<file path="config.mk">
export PLATFORM = sky130hd
export DESIGN_NAME = cio_line_ctrl
export DESIGN_NICKNAME = d
export VERILOG_FILES = /design/src/pkg/cio_pkg.sv /design/src/hdl/cio_uart.sv /design/src/hdl/cio_line_ctrl.sv
export SDC_FILE = /design/constraint.sdc
export NUM_CORES = 1
export LEC_CHECK = 0
export BUFFER_PORTS_ARGS = -buffer_cell sky130_fd_sc_hd__buf_2
export CORE_ASPECT_RATIO = 0.5
export CORE_UTILIZATION = 55
export DETAILED_ROUTE_END_ITERATION = 6
export PLACE_DENSITY = 0.88
export SETUP_SLACK_MARGIN = 0.02
export SYNTH_ARGS = -nofsm -noshare
export SYNTH_HDL_FRONTEND = slang
export SYNTH_SLANG_ARGS = --single-unit
</file>
<file path="constraint.sdc">
create_clock -name SYS_CLK -period 5.5 [get_ports SYS_CLK]
set_input_delay 0.55 -clock SYS_CLK [delete_from_list [all_inputs] [get_ports SYS_CLK]]
set_output_delay 0.55 -clock SYS_CLK [all_outputs]
set_load 0.1 [all_outputs]
</file>
<file path="src/pkg/cio_pkg.sv">
// Constants, field layout and types for the camera I/O line control block
// Overview of operation
// - In user output mode only the low three bits of the user value set line levels.
// - User value bit 2 drives line 3 and bit 0 drives line 1, so 4 sets line 3 high only.
// - Line 3 is general line B, line 2 is general line A, line 1 is the isolated output.
// - The counter trigger counts edges of the isolated input, general line A or B.
// - In counter trigger mode one trigger is issued per completed count of input edges.
// - A counter reset request drops the count in progress and starts counting afresh.
// - The pulse-width trigger takes its input from the isolated input, general line A or B.
// - While the serial port is enabled both general lines serve only the serial link.
// - The serial link runs at a chosen rate from 9600 to 115200 baud, equal on both ends.
// - A cable setting makes one general line the transmitter and the other the receiver.
// - A send request transmits the transmit value; an accept request captures received data.
// - The shutter mode selects rolling shutter or global reset operation.
// - Exposure-active selects a specified-line window or the common exposure time.
// - In specified-line mode exposure-active rises when readout reaches the start line.
// - In specified-line mode exposure-active falls when readout reaches the end line.
package cio_pkg;
  localparam int CLK_HZ = 200_000_000;
  localparam int BAUD_MIN = 9600;
  localparam int BAUD_MAX = 115200;
  localparam logic [15:0] BIT_CYC_RST = 16'(CLK_HZ / BAUD_MAX);
  localparam logic [15:0] BIT_CYC_MIN = 16'(CLK_HZ / BAUD_MAX);
  localparam logic [15:0] BIT_CYC_MAX = 16'(CLK_HZ / BAUD_MIN);
  // Register byte offsets
  localparam logic [5:0] OFS_CTRL = 6'h00;
  localparam logic [5:0] OFS_LINE = 6'h04;
  localparam logic [5:0] OFS_USER = 6'h08;
  localparam logic [5:0] OFS_CNT = 6'h0C;
  localparam logic [5:0] OFS_CMD = 6'h10;
  localparam logic [5:0] OFS_TXD = 6'h14;
  localparam logic [5:0] OFS_RXD = 6'h18;
  localparam logic [5:0] OFS_BAUD = 6'h1C;
  localparam logic [5:0] OFS_XSTART = 6'h20;
  localparam logic [5:0] OFS_XEND = 6'h24;
  localparam logic [5:0] OFS_STAT = 6'h28;
  // Control register fields
  localparam int TSRC_LSB = 0;
  localparam int CSRC_LSB = 2;
  localparam int PSRC_LSB = 4;
  localparam int UART_EN_BIT = 6;
  localparam int CABLE_BIT = 7;
  localparam int SHUT_BIT = 8;
  localparam int XMODE_BIT = 9;
  localparam int CTRL_W = 10;
  // Line register fields: bits 2..0 user mode per line, 3 and 4 general line drive
  localparam int LINE_W = 5;
  localparam int GA_OE_BIT = 3;
  localparam int GB_OE_BIT = 4;
  // Command register bits
  localparam int CMD_CRST = 0;
  localparam int CMD_SEND = 1;
  localparam int CMD_ACCEPT = 2;
  // Status register fields
  localparam int STAT_XACT = 16;
  localparam int STAT_RXNEW = 17;
  localparam int STAT_BUSY = 18;
  // Selector codes
  localparam logic [1:0] SRC_ISO = 2'h0;
  localparam logic [1:0] SRC_GA = 2'h1;
  localparam logic [1:0] SRC_GB = 2'h2;
  localparam logic [1:0] TRIG_NONE = 2'h0;
  localparam logic [1:0] TRIG_CNT = 2'h1;
  localparam logic [1:0] TRIG_PWM = 2'h2;
  // Reset values
  localparam logic [CTRL_W-1:0] CTRL_RST = 10'h000;
  localparam logic [LINE_W-1:0] LINE_RST = 5'h00;
  localparam logic [15:0] CNT_VAL_RST = 16'h0001;
  localparam logic [11:0] XSTART_RST = 12'h000;
  localparam logic [11:0] XEND_RST = 12'h000;
  typedef enum logic [3:0] {
    CIO_IDLE = 4'h1,
    CIO_START = 4'h2,
    CIO_DATA = 4'h4,
    CIO_STOP = 4'h8
  } cio_ser_e;
endpackage : cio_pkg

</file>
<file path="src/hdl/cio_uart.sv">
// Serial transmitter and receiver for the general lines, 8 data bits, no parity
`timescale 1ns/1ps
module cio_uart import cio_pkg::*; (
  // Clock and reset
  input wire logic clk,
  input wire logic rst,
  // Bit period in clock cycles
  input wire logic [15:0] bit_cyc,
  // Transmit side
  input wire logic send,
  input wire logic [7:0] tx_data,
  output logic tx_line,
  output logic busy,
  // Receive side
  input wire logic rx_line,
  output logic [7:0] rx_data,
  output logic rx_done
);
  cio_ser_e ts, next_ts, rs, next_rs;
  logic [15:0] tcnt, next_tcnt, rcnt, next_rcnt;
  logic [2:0] tbit, next_tbit, rbit, next_rbit;
  logic [7:0] tsh, next_tsh, rsh, next_rsh, next_rx_data;
  logic next_tx_line, next_rx_done;
  logic tend, rend, rhalf;

  assign tend = (tcnt == bit_cyc - 16'h0001);
  assign rend = (rcnt == bit_cyc - 16'h0001);
  assign rhalf = (rcnt == {1'b0, bit_cyc[15:1]});
  assign busy = (ts != CIO_IDLE);

  always_comb begin
    next_ts = ts;
    next_tcnt = tend ? 16'h0000 : tcnt + 16'h0001;
    next_tbit = tbit;
    next_tsh = tsh;
    next_tx_line = tx_line;
    case (ts)
      CIO_IDLE: begin
        next_tcnt = 16'h0000;
        next_tx_line = 1'b1;
        if (send) begin
          next_ts = CIO_START;
          next_tsh = tx_data;
          next_tx_line = 1'b0;
        end
      end
      CIO_START: if (tend) begin
        next_ts = CIO_DATA;
        next_tbit = 3'h0;
        next_tx_line = tsh[0];
      end
      CIO_DATA: if (tend) begin
        if (tbit == 3'h7) begin
          next_ts = CIO_STOP;
          next_tx_line = 1'b1;
        end else begin
          next_tbit = tbit + 3'h1;
          next_tsh = {1'b0, tsh[7:1]};
          next_tx_line = tsh[1];
        end
      end
      CIO_STOP: if (tend) next_ts = CIO_IDLE;
      default: begin
        next_ts = CIO_IDLE;
        next_tx_line = 1'b1;
      end
    endcase
  end

  always_comb begin
    next_rs = rs;
    next_rcnt = rcnt + 16'h0001;
    next_rbit = rbit;
    next_rsh = rsh;
    next_rx_data = rx_data;
    next_rx_done = 1'b0;
    case (rs)
      CIO_IDLE: begin
        next_rcnt = 16'h0000;
        if (!rx_line) next_rs = CIO_START;
      end
      CIO_START: if (rhalf) begin
        next_rcnt = 16'h0000;
        next_rbit = 3'h0;
        next_rs = rx_line ? CIO_IDLE : CIO_DATA;
      end
      CIO_DATA: if (rend) begin
        next_rcnt = 16'h0000;
        next_rsh = {rx_line, rsh[7:1]};
        if (rbit == 3'h7) next_rs = CIO_STOP;
        else next_rbit = rbit + 3'h1;
      end
      CIO_STOP: if (rend) begin
        next_rs = CIO_IDLE;
        if (rx_line) begin
          next_rx_data = rsh;
          next_rx_done = 1'b1;
        end
      end
      default: next_rs = CIO_IDLE;
    endcase
  end

  always_ff @(posedge clk) begin
    if (rst) begin
      ts <= CIO_IDLE;
      tcnt <= 16'h0000;
      tbit <= 3'h0;
      tsh <= 8'h00;
      tx_line <= 1'b1;
      rs <= CIO_IDLE;
      rcnt <= 16'h0000;
      rbit <= 3'h0;
      rsh <= 8'h00;
      rx_data <= 8'h00;
      rx_done <= 1'b0;
    end else begin
      ts <= next_ts;
      tcnt <= next_tcnt;
      tbit <= next_tbit;
      tsh <= next_tsh;
      tx_line <= next_tx_line;
      rs <= next_rs;
      rcnt <= next_rcnt;
      rbit <= next_rbit;
      rsh <= next_rsh;
      rx_data <= next_rx_data;
      rx_done <= next_rx_done;
    end
  end
endmodule : cio_uart

</file>
<file path="src/hdl/cio_line_ctrl.sv">
// Camera I/O line control: user outputs, counter and pulse-width triggers, serial link
//
// Local design decisions: the register addresses and the Avalon-MM slave port.
`timescale 1ns/1ps
module cio_line_ctrl import cio_pkg::*; (
  // Clock and reset
  input wire logic SYS_CLK,
  input wire logic SYS_RST,
  // Avalon-MM slave
  input wire logic [5:0] AVS_ADDRESS,
  input wire logic AVS_READ,
  input wire logic AVS_WRITE,
  input wire logic [31:0] AVS_WRITEDATA,
  input wire logic [3:0] AVS_BYTEENABLE,
  output logic [31:0] AVS_READDATA,
  output logic AVS_WAITREQUEST,
  // Line pins
  input wire logic ISO_IN,
  output logic ISO_OUT,
  input wire logic GEN_A_IN,
  output logic GEN_A_OUT,
  output logic GEN_A_OE,
  input wire logic GEN_B_IN,
  output logic GEN_B_OUT,
  output logic GEN_B_OE,
  // Sensor timing
  input wire logic [11:0] READ_ROW,
  input wire logic READ_ROW_VALID,
  input wire logic EXPO_COMMON,
  // Trigger and exposure outputs
  output logic TRIG_PULSE,
  output logic TRIG_WIDTH,
  output logic EXPO_ACTIVE,
  output logic SHUTTER_GLOBAL
);
  function automatic logic [31:0] merge(input logic [31:0] old, input logic [31:0] wd,
                                        input logic [3:0] be);
    logic [31:0] r;
    r = old;
    for (int i = 0; i < 4; i++) begin
      if (be[i]) r[8*i +: 8] = wd[8*i +: 8];
    end
    return r;
  endfunction : merge

  function automatic logic sel_src(input logic [2:0] lines, input logic [1:0] s);
    logic r;
    case (s)
      SRC_ISO: r = lines[0];
      SRC_GA: r = lines[1];
      SRC_GB: r = lines[2];
      default: r = 1'b0;
    endcase
    return r;
  endfunction : sel_src

  // Register state
  logic [CTRL_W-1:0] ctrl, next_ctrl;
  logic [LINE_W-1:0] line_cfg, next_line_cfg;
  logic [31:0] user_val, next_user_val;
  logic [15:0] cnt_val, next_cnt_val, baud, next_baud;
  logic [7:0] tx_val, next_tx_val, rx_val, next_rx_val;
  logic [11:0] xstart, next_xstart, xend, next_xend;
  logic cnt_rst_p, next_cnt_rst_p, send_p, next_send_p, accept_p, next_accept_p;
  logic rx_new, next_rx_new;
  logic [31:0] next_rdata;
  logic next_wait;
  logic wr_en;
  // Input synchronisers, bit 0 isolated, 1 general A, 2 general B
  logic [2:0] s1, s2, s3, filt, next_filt;
  logic [2:0] avail;
  // Trigger state
  logic [15:0] count, next_count;
  logic cnt_prev, next_cnt_prev, cnt_sig, pwm_sig;
  logic next_trig_pulse, next_trig_width;
  logic xact, next_xact;
  // Serial link
  logic uart_tx, uart_busy, uart_rx_line, uart_done;
  logic [7:0] uart_rx_data;
  logic [15:0] bit_cyc;
  // Output next values
  logic [2:0] lv;
  logic next_iso, next_ga, next_ga_oe, next_gb, next_gb_oe;

  logic uart_en, cable_b_tx, cnt_mode;
  assign uart_en = ctrl[UART_EN_BIT];
  assign cable_b_tx = ctrl[CABLE_BIT];
  assign cnt_mode = (ctrl[TSRC_LSB +: 2] == TRIG_CNT);
  assign wr_en = AVS_WRITE && !AVS_WAITREQUEST;

  // Bus: one wait state, writes commit at the edge where waitrequest is low
  always_comb begin
    next_wait = 1'b1;
    next_rdata = AVS_READDATA;
    if ((AVS_READ || AVS_WRITE) && AVS_WAITREQUEST) next_wait = 1'b0;
    if (AVS_READ && AVS_WAITREQUEST) begin
      case (AVS_ADDRESS)
        OFS_CTRL: next_rdata = 32'(ctrl);
        OFS_LINE: next_rdata = 32'(line_cfg);
        OFS_USER: next_rdata = user_val;
        OFS_CNT: next_rdata = 32'(cnt_val);
        OFS_TXD: next_rdata = 32'(tx_val);
        OFS_RXD: next_rdata = 32'(rx_val);
        OFS_BAUD: next_rdata = 32'(baud);
        OFS_XSTART: next_rdata = 32'(xstart);
        OFS_XEND: next_rdata = 32'(xend);
        OFS_STAT: begin
          next_rdata = 32'(count);
          next_rdata[STAT_XACT] = xact;
          next_rdata[STAT_RXNEW] = rx_new;
          next_rdata[STAT_BUSY] = uart_busy;
        end
        default: next_rdata = 32'h00000000;
      endcase
    end
  end

  always_comb begin
    next_ctrl = ctrl;
    next_line_cfg = line_cfg;
    next_user_val = user_val;
    next_cnt_val = cnt_val;
    next_tx_val = tx_val;
    next_baud = baud;
    next_xstart = xstart;
    next_xend = xend;
    next_rx_val = rx_val;
    next_cnt_rst_p = 1'b0;
    next_send_p = 1'b0;
    next_accept_p = 1'b0;
    if (wr_en) begin
      case (AVS_ADDRESS)
        OFS_CTRL: next_ctrl = CTRL_W'(merge(32'(ctrl), AVS_WRITEDATA, AVS_BYTEENABLE));
        OFS_LINE: next_line_cfg = LINE_W'(merge(32'(line_cfg), AVS_WRITEDATA,
                                                AVS_BYTEENABLE));
        OFS_USER: next_user_val = merge(user_val, AVS_WRITEDATA, AVS_BYTEENABLE);
        OFS_CNT: next_cnt_val = 16'(merge(32'(cnt_val), AVS_WRITEDATA, AVS_BYTEENABLE));
        OFS_TXD: next_tx_val = 8'(merge(32'(tx_val), AVS_WRITEDATA, AVS_BYTEENABLE));
        OFS_BAUD: next_baud = 16'(merge(32'(baud), AVS_WRITEDATA, AVS_BYTEENABLE));
        OFS_XSTART: next_xstart = 12'(merge(32'(xstart), AVS_WRITEDATA, AVS_BYTEENABLE));
        OFS_XEND: next_xend = 12'(merge(32'(xend), AVS_WRITEDATA, AVS_BYTEENABLE));
        OFS_CMD: if (AVS_BYTEENABLE[0]) begin
          next_cnt_rst_p = AVS_WRITEDATA[CMD_CRST];
          next_send_p = AVS_WRITEDATA[CMD_SEND];
          next_accept_p = AVS_WRITEDATA[CMD_ACCEPT];
        end
        default: next_ctrl = ctrl;
      endcase
    end
    if (accept_p) next_rx_val = uart_rx_data;
  end

  // Received-byte flag: a new byte in the accept cycle keeps the flag set
  always_comb begin
    next_rx_new = rx_new;
    if (accept_p) next_rx_new = 1'b0;
    if (uart_done) next_rx_new = 1'b1;
  end

  // Change counts once the second and third stages agree
  always_comb begin
    next_filt = (~(s2 ^ s3) & s3) | ((s2 ^ s3) & filt);
  end

  // General lines are withheld from trigger inputs while the serial port owns them
  assign avail = {filt[2] & ~uart_en, filt[1] & ~uart_en, filt[0]};
  assign cnt_sig = sel_src(avail, ctrl[CSRC_LSB +: 2]);
  assign pwm_sig = sel_src(avail, ctrl[PSRC_LSB +: 2]);

  always_comb begin
    next_cnt_prev = cnt_sig;
    next_count = count;
    next_trig_pulse = 1'b0;
    if (cnt_rst_p || !cnt_mode) begin
      next_count = 16'h0000;
    end else if (cnt_sig && !cnt_prev) begin
      if (count + 16'h0001 >= cnt_val) begin
        next_count = 16'h0000;
        next_trig_pulse = 1'b1;
      end else begin
        next_count = count + 16'h0001;
      end
    end
    next_trig_width = (ctrl[TSRC_LSB +: 2] == TRIG_PWM) && pwm_sig;
  end

  always_comb begin
    next_xact = xact;
    if (ctrl[XMODE_BIT]) begin
      if (READ_ROW_VALID && READ_ROW == xend) next_xact = 1'b0;
      else if (READ_ROW_VALID && READ_ROW == xstart) next_xact = 1'b1;
    end else begin
      next_xact = EXPO_COMMON;
    end
  end

  // Line 1 isolated, line 2 general A, line 3 general B
  always_comb begin
    for (int i = 0; i < 3; i++) begin
      lv[i] = line_cfg[i] ? user_val[i] : xact;
    end
    next_iso = lv[0];
    next_ga = lv[1];
    next_ga_oe = line_cfg[GA_OE_BIT];
    next_gb = lv[2];
    next_gb_oe = line_cfg[GB_OE_BIT];
    if (uart_en) begin
      next_ga = cable_b_tx ? 1'b1 : uart_tx;
      next_ga_oe = !cable_b_tx;
      next_gb = cable_b_tx ? uart_tx : 1'b1;
      next_gb_oe = cable_b_tx;
    end
  end

  assign uart_rx_line = cable_b_tx ? filt[1] : filt[2];
  // Rate held inside the 9600..115200 baud span
  assign bit_cyc = (baud < BIT_CYC_MIN) ? BIT_CYC_MIN :
                   (baud > BIT_CYC_MAX) ? BIT_CYC_MAX : baud;

  cio_uart u_uart (
    .clk(SYS_CLK),
    .rst(SYS_RST),
    .bit_cyc(bit_cyc),
    .send(send_p && uart_en),
    .tx_data(tx_val),
    .tx_line(uart_tx),
    .busy(uart_busy),
    .rx_line(uart_rx_line || !uart_en),
    .rx_data(uart_rx_data),
    .rx_done(uart_done)
  );

  always_ff @(posedge SYS_CLK) begin
    s1 <= {GEN_B_IN, GEN_A_IN, ISO_IN};
    s2 <= s1;
    s3 <= s2;
    if (SYS_RST) begin
      AVS_WAITREQUEST <= 1'b1;
      AVS_READDATA <= 32'h00000000;
      ctrl <= CTRL_RST;
      line_cfg <= LINE_RST;
      user_val <= 32'h00000000;
      cnt_val <= CNT_VAL_RST;
      tx_val <= 8'h00;
      rx_val <= 8'h00;
      baud <= BIT_CYC_RST;
      xstart <= XSTART_RST;
      xend <= XEND_RST;
      cnt_rst_p <= 1'b0;
      send_p <= 1'b0;
      accept_p <= 1'b0;
      rx_new <= 1'b0;
      filt <= 3'h0;
      count <= 16'h0000;
      cnt_prev <= 1'b0;
      xact <= 1'b0;
      TRIG_PULSE <= 1'b0;
      TRIG_WIDTH <= 1'b0;
      EXPO_ACTIVE <= 1'b0;
      SHUTTER_GLOBAL <= 1'b0;
      ISO_OUT <= 1'b0;
      GEN_A_OUT <= 1'b0;
      GEN_A_OE <= 1'b0;
      GEN_B_OUT <= 1'b0;
      GEN_B_OE <= 1'b0;
    end else begin
      AVS_WAITREQUEST <= next_wait;
      AVS_READDATA <= next_rdata;
      ctrl <= next_ctrl;
      line_cfg <= next_line_cfg;
      user_val <= next_user_val;
      cnt_val <= next_cnt_val;
      tx_val <= next_tx_val;
      rx_val <= next_rx_val;
      baud <= next_baud;
      xstart <= next_xstart;
      xend <= next_xend;
      cnt_rst_p <= next_cnt_rst_p;
      send_p <= next_send_p;
      accept_p <= next_accept_p;
      rx_new <= next_rx_new;
      filt <= next_filt;
      count <= next_count;
      cnt_prev <= next_cnt_prev;
      xact <= next_xact;
      TRIG_PULSE <= next_trig_pulse;
      TRIG_WIDTH <= next_trig_width;
      EXPO_ACTIVE <= next_xact;
      SHUTTER_GLOBAL <= ctrl[SHUT_BIT];
      ISO_OUT <= next_iso;
      GEN_A_OUT <= next_ga;
      GEN_A_OE <= next_ga_oe;
      GEN_B_OUT <= next_gb;
      GEN_B_OE <= next_gb_oe;
    end
  end
endmodule : cio_line_ctrl

</file>
Yosys cells after proc, flatten, opt, wreduce, memory -nomap -nowiden
Cells that the tools add are included.
Widths: inputs -> output; s select.
{"block": "word_totals", "elab_cells": 227, "output_inout_bits": 42, "regBits": 266}
{"block": "classes", "n_eq_ne": 45, "n_addsub": 6, "mux": 57, "n_bitwise": 15, "n_reduce_logical": 52, "order_cmp": 3}
{"cell": "$pmux 32 s10", "n": 1}
{"cell": "$mux 16", "n": 5}
{"cell": "$reduce_and 3->1", "n": 18}
{"cell": "$add 16x1->16 const B", "n": 3}
{"cell": "$pmux 16 s3", "n": 1}
{"cell": "$mux 4", "n": 10}
{"cell": "$eq 16x16->1", "n": 2}
{"cell": "$pmux 4 s4", "n": 2}
{"cell": "$eq 12x12->1", "n": 2}
{"cell": "$eq 6x5->1 const B", "n": 4}
{"cell": "$mux 8", "n": 3}
{"cell": "$mux 1", "n": 22}
{"cell": "$mux 3", "n": 7}
{"cell": "$eq 6x6->1 const B", "n": 3}
{"cell": "$ne 2x1->1 const B", "n": 9}
{"cell": "$eq 16x15->1", "n": 1}
{"cell": "$ge 16x16->1", "n": 1}
{"cell": "$gt 16x15->1 const B", "n": 1}
{"cell": "$lt 16x11->1 const B", "n": 1}
{"cell": "$pmux 8 s2", "n": 1}
{"cell": "$sub 16x1->16 const B", "n": 1}
{"cell": "$eq 6x4->1 const B", "n": 2}
{"cell": "$pmux 3 s2", "n": 2}
{"cell": "$reduce_and 4->1", "n": 3}
{"cell": "other kinds (31)", "n": 73}

Depth between registers and ports, before layout
{"block": "logic_depth", "word_depth": 7, "mapped_depth": 21, "mapped_depth_nobuf": 15}

Hierarchy
Synthesis repeated with hierarchy kept, for this count alone.
{"block": "unflattened", "hier_cells": 1607, "hier_area_um2": 13584.3}
{"module": "cio_line_ctrl", "area_per_inst_um2": 8956.1, "instances": 1, "cells_each": 1035}
{"module": "cio_uart", "area_per_inst_um2": 4628.2, "instances": 1, "cells_each": 572}

Worst setup path before layout
Ideal clock, no wire load.
{"block": "synth_timing", "path_type": "register -> register", "startpoint": "register baud[2]", "endpoint": "register u_uart.rx_data[0]", "setup_time_ps": 128, "path_slack_ps": 397, "path_stages_with_launch": 20, "required_time_ps": 5372, "t_arrival_ps": 4976, "n_path_buf": 4, "path_cell_list": "dfxtp_1 -> buf_6 -> or4_4 -> buf_6 -> o311ai_4 -> a2bb2oi_1 -> nand2_1 -> ha_1 -> clkbuf_1 -> or4b_2 -> a31oi_1 -> o21ai_2 -> nor4b_1 -> xor2_1 -> a2111oi_0 -> nand2_1 -> or4b_1 -> buf_2 -> mux2i_1 -> nor2_1"}
{"block": "synth_via", "elab_chain_cells": 6, "elab_cells_between_ends": 7}
{"element": "start, declared", "line": "cio_line_ctrl.sv:61", "text": "logic [15:0] cnt_val, next_cnt_val, baud, next_baud;"}
{"element": "start signal, assigned", "line": "cio_line_ctrl.sv:275", "text": "baud <= next_baud;"}
{"element": "$gt 16x15->1", "line": "cio_line_ctrl.sv:218", "text": "(baud > BIT_CYC_MAX) ? BIT_CYC_MAX : baud;"}
{"element": "$mux 16", "line": "cio_line_ctrl.sv:218"}
{"element": "$mux 16 *", "line": "cio_line_ctrl.sv:217", "text": "assign bit_cyc = (baud < BIT_CYC_MIN) ? BIT_CYC_MIN :"}
{"element": "$sub 16x1->16 *", "line": "cio_uart.sv:27", "text": "assign rend = (rcnt == bit_cyc - 16'h0001);"}
{"element": "$eq 16x16->1 *", "line": "cio_uart.sv:27"}
{"element": "$reduce_and 3->1 (no source line) *"}
{"element": "end signal, assigned", "line": "cio_uart.sv:127", "text": "rx_data <= next_rx_data;"}
{"element": "end, declared", "line": "cio_uart.sv:16", "text": "output logic [7:0] rx_data,"}
Every way passes the cells marked *; elsewhere a longest branch is shown, timed or not.
A chain may end at the register's enable or synchronous reset.

Final worst setup path
{"block": "layout_timing", "startpoint": "register baud[1]", "endpoint": "register u_uart.rx_data[1]"}
The elaborated chain is that of the path after synthesis.

==> metrics <==
global-route wire length before repair=approximately 67000 um; die area=approximately 0.025 mm2; Syn Nets=roughly 1800; DP Area=around 0.014 mm2; cells after synthesis=~1700; maximum clock path buffer count=3; die extent in y=roughly 110 um; Util after Layout=0.633; status=completed; Final Cell Area=between 0.015 and 0.02 mm2; WHS Path Cells=1; Die X=between 200 and 250 um; synthesized cell area=~0.014 mm2; post-route insts no fill=about 2100; crit path DAT=5.69 ns; Yosys top cell area share=0.391; total power=0.00416 W; quantity of I/O buffers inserted on ports=about 100; Yosys cell types=80; R2R Path End=u_uart.rx_data[1]; final hold vios=0; Sequential Area=0.00533 mm2; Residual DRC=0; critical path fanouts, max=8; placed cells=2045; final WL=between 40000 and 50000 um; hold path start=ISO_IN; PD cells=272 mW/mm2; area of the multi-input gates=roughly 0.0077 mm2; Worst Max-Slew Pin Slew=roughly 1.3 ns; DRT antenna net count=0; vias per cell=between 6 and 7; average wire per standard cell=roughly 21 um; core box area=roughly 0.024 mm2; Final GP Congestion=1.08; top cells by area, synth=dfxtp_1 39%, nand2_1 5.8%, a21oi_1 5.1%; Final Cycle Share=0.961; vias in the first global route=approximately 12000; MaxCap Viol Count=0; reg2reg start=baud[1]; largest net degree at the start of global routing=around 110; clk slew on worst S/H paths=about 0.07 ns; Final nets=~1800; CTS tree=built; cell with the most instances after synthesis=dfxtp_1; total track usage=0.334; Post-synth EDFFs=0; fill count=around 1900; TritonCTS Buffers=24; worst setup path class=flop to flop; Setup-failing EPs final=0; Max VDD drop=between 0.2 and 0.25 mV; clock skew=around 0.027 ns; Post-CTS Setup Bufs=0; clock latency on the worst-skew pair=roughly 0.57 ns; Final WS setup=around 0.21 ns; Place WS=-0.0593 ns; maximum clock rate=189 MHz; Post-Syn Area per Cell=about 8.1 um2; post-synthesis sequential area ratio=0.391; Ports=105; initial core utilization=0.564; n_diodes=0; 1st-iter DRT viols=around 2000; Hold Path Class=input port to flop; YS warnings=0; cell taking the most area after synthesis=dfxtp_1; crit start category=flop; clock root buffer=clkbuf_16; Rows=40; area added between synthesis and finish=12.4%; H-tree depth=1; Async S/R FF share, synth=0; Vias=approximately 13000; initial antenna violation count=0; Synth Flop Type=dfxtp_1; Leak=between 5 and 6 nW; CP required=5.90 ns; DRT Pass-1 Iters=6; max-slew violations=0; GRT overflow=0; #FFs+latches synth=between 200 and 300; clock sink count=266; FF-to-FF setup slack=approximately 0.21 ns; critical path capture point type=flop; post-detail-place hpwl=around 31000 um; worst rel slew slack=0.151; layout cells sized above 1=0.124; R2R depth=15; RSZ-0062 raised after global routing=no; synth cell count leaders=266 x dfxtp_1, 212 x nand2_1, 166 x nor2_1; Worst Hold End=s1[0]; crit path time final=approximately 5.3 ns
## layout make-up
| class | instances | share of cell area |
|---|---|---|
| tap | 336 | 0.0275 |
| clock inverter | 11 | 0.0103 |
| timing repair buffer | 149 | 0.0565 |
| multi-input combinational | 1251 | 0.502 |
| clock buffer | 32 | 0.0451 |
| sequential | 266 | 0.348 |
| inverter | 43 | 0.0105 |
## worst max-delay path: stages, from the launching register on
cell and delay (ns):
dfxtp_1 0.32, or4_4 0.60, o311ai_4 0.37, a2bb2oi_1 0.24, nand2_1 0.13, ha_1 0.17, or4b_2 0.65, a31oi_1 0.26
o21ai_2 0.18, a2111oi_1 0.56, o211ai_1 0.14, nor4_1 0.28, nand4_1 0.25, or4b_4 0.69, mux2i_1 0.22, nor2_1 0.07
## power breakdown
group / switching, W / leakage (nW) / internal [W]
Combinational: 0.000260 / 3.04 / 0.0000909
Clock: 0.000796 / 0.419 / 0.00103
Sequential: 0.0000336 / 2.15 / 0.00195
## placed cells by master, fill, tap and decap left out, types with 12 or more instances in the layout
master / Yosys / layout
mux2i_1: 65 / 65
buf_4: 1 / 45
inv_1: 43 / 43
xnor2_1: 46 / 46
nand3_1: 116 / 116
nor2_1: 166 / 166
and3_1: 19 / 19
o41ai_1: 13 / 13
nand2b_1: 14 / 14
nand4_1: 13 / 13
nor4_1: 18 / 18
clkbuf_16: 0 / 24
a211oi_1: 12 / 12
a21o_1: 12 / 12
a22oi_1: 27 / 27
a21oi_1: 139 / 139
nand2_1: 212 / 212
o21ai_0: 58 / 58
o211ai_1: 14 / 14
nor3_1: 28 / 25
and2_1: 20 / 20
buf_2: 8 / 103
ha_1: 24 / 24
a31oi_1: 23 / 23
xor2_1: 44 / 44
a221oi_1: 17 / 17
dfxtp_1: 266 / 266
## layer usage
metal,GRT usage,share of wire,up-vias
li1,-,-,6099
met5,0,0,-
met2,0.507,0.42,856
met4,0.113,0.036,0
met3,0.0867,0.13,166
met1,0.462,0.41,6341
## flip-flops by register name, indices dropped and copies added, names as in the netlist, 4 cells and up, named ones only
register,flops
AVS_READDATA,32
user_val,32
baud,16
cnt_val,16
count,16
u_uart.rcnt,16
u_uart.tcnt,16
xend,12
xstart,12
ctrl,10
rx_val,8
tx_val,8
u_uart.rsh,8
u_uart.rx_data,8
u_uart.tsh,8
line_cfg,5
u_uart.rs,4
u_uart.ts,4
## how the worst max path moves through the flow
stage / cells past startpoint / start / end
after floorplan: 19 / baud[2] / u_uart.rx_data[0]
after global placement: 15 / baud[1] / u_uart.rx_data[4]
after detailed placement: 15 / baud[1] / u_uart.rx_data[6]
after CTS: 15 / baud[1] / u_uart.rx_data[3]
after global routing: 14 / baud[1] / u_uart.tcnt[13]
final: 15 / baud[1] / u_uart.rx_data[1]
## what timing repair did
item / 4_1_cts / 5_1_grt
setup endpoints to repair: 8 / 34
hold buffers: 0 / 0
resized for setup: 1 / 4
## per-stage QoR
step,TNS [ns],hold WS (ns)
floorplan,0,0.310
global placement,0,0.312
detailed placement,-0.260,0.312
CTS,0,0.0802
global route,0,0.0777
finish,0,0.0779
## logic make-up (layout without fill, tap and decap cells)
family                   Yosys count  count (layout)  synth area share
flip-flops                       266             266             0.391
buffers and inverters            160             235            0.0480
AND/OR/NAND/NOR                  669             669             0.235
adder cells (fa/ha/maj)           24              24            0.0220
multiplexers                      66              66            0.0486
XOR/XNOR                          94              94            0.0645
AO/OA/AOI/OAI                    398             398             0.191
(Power assumes the default switching activity.)
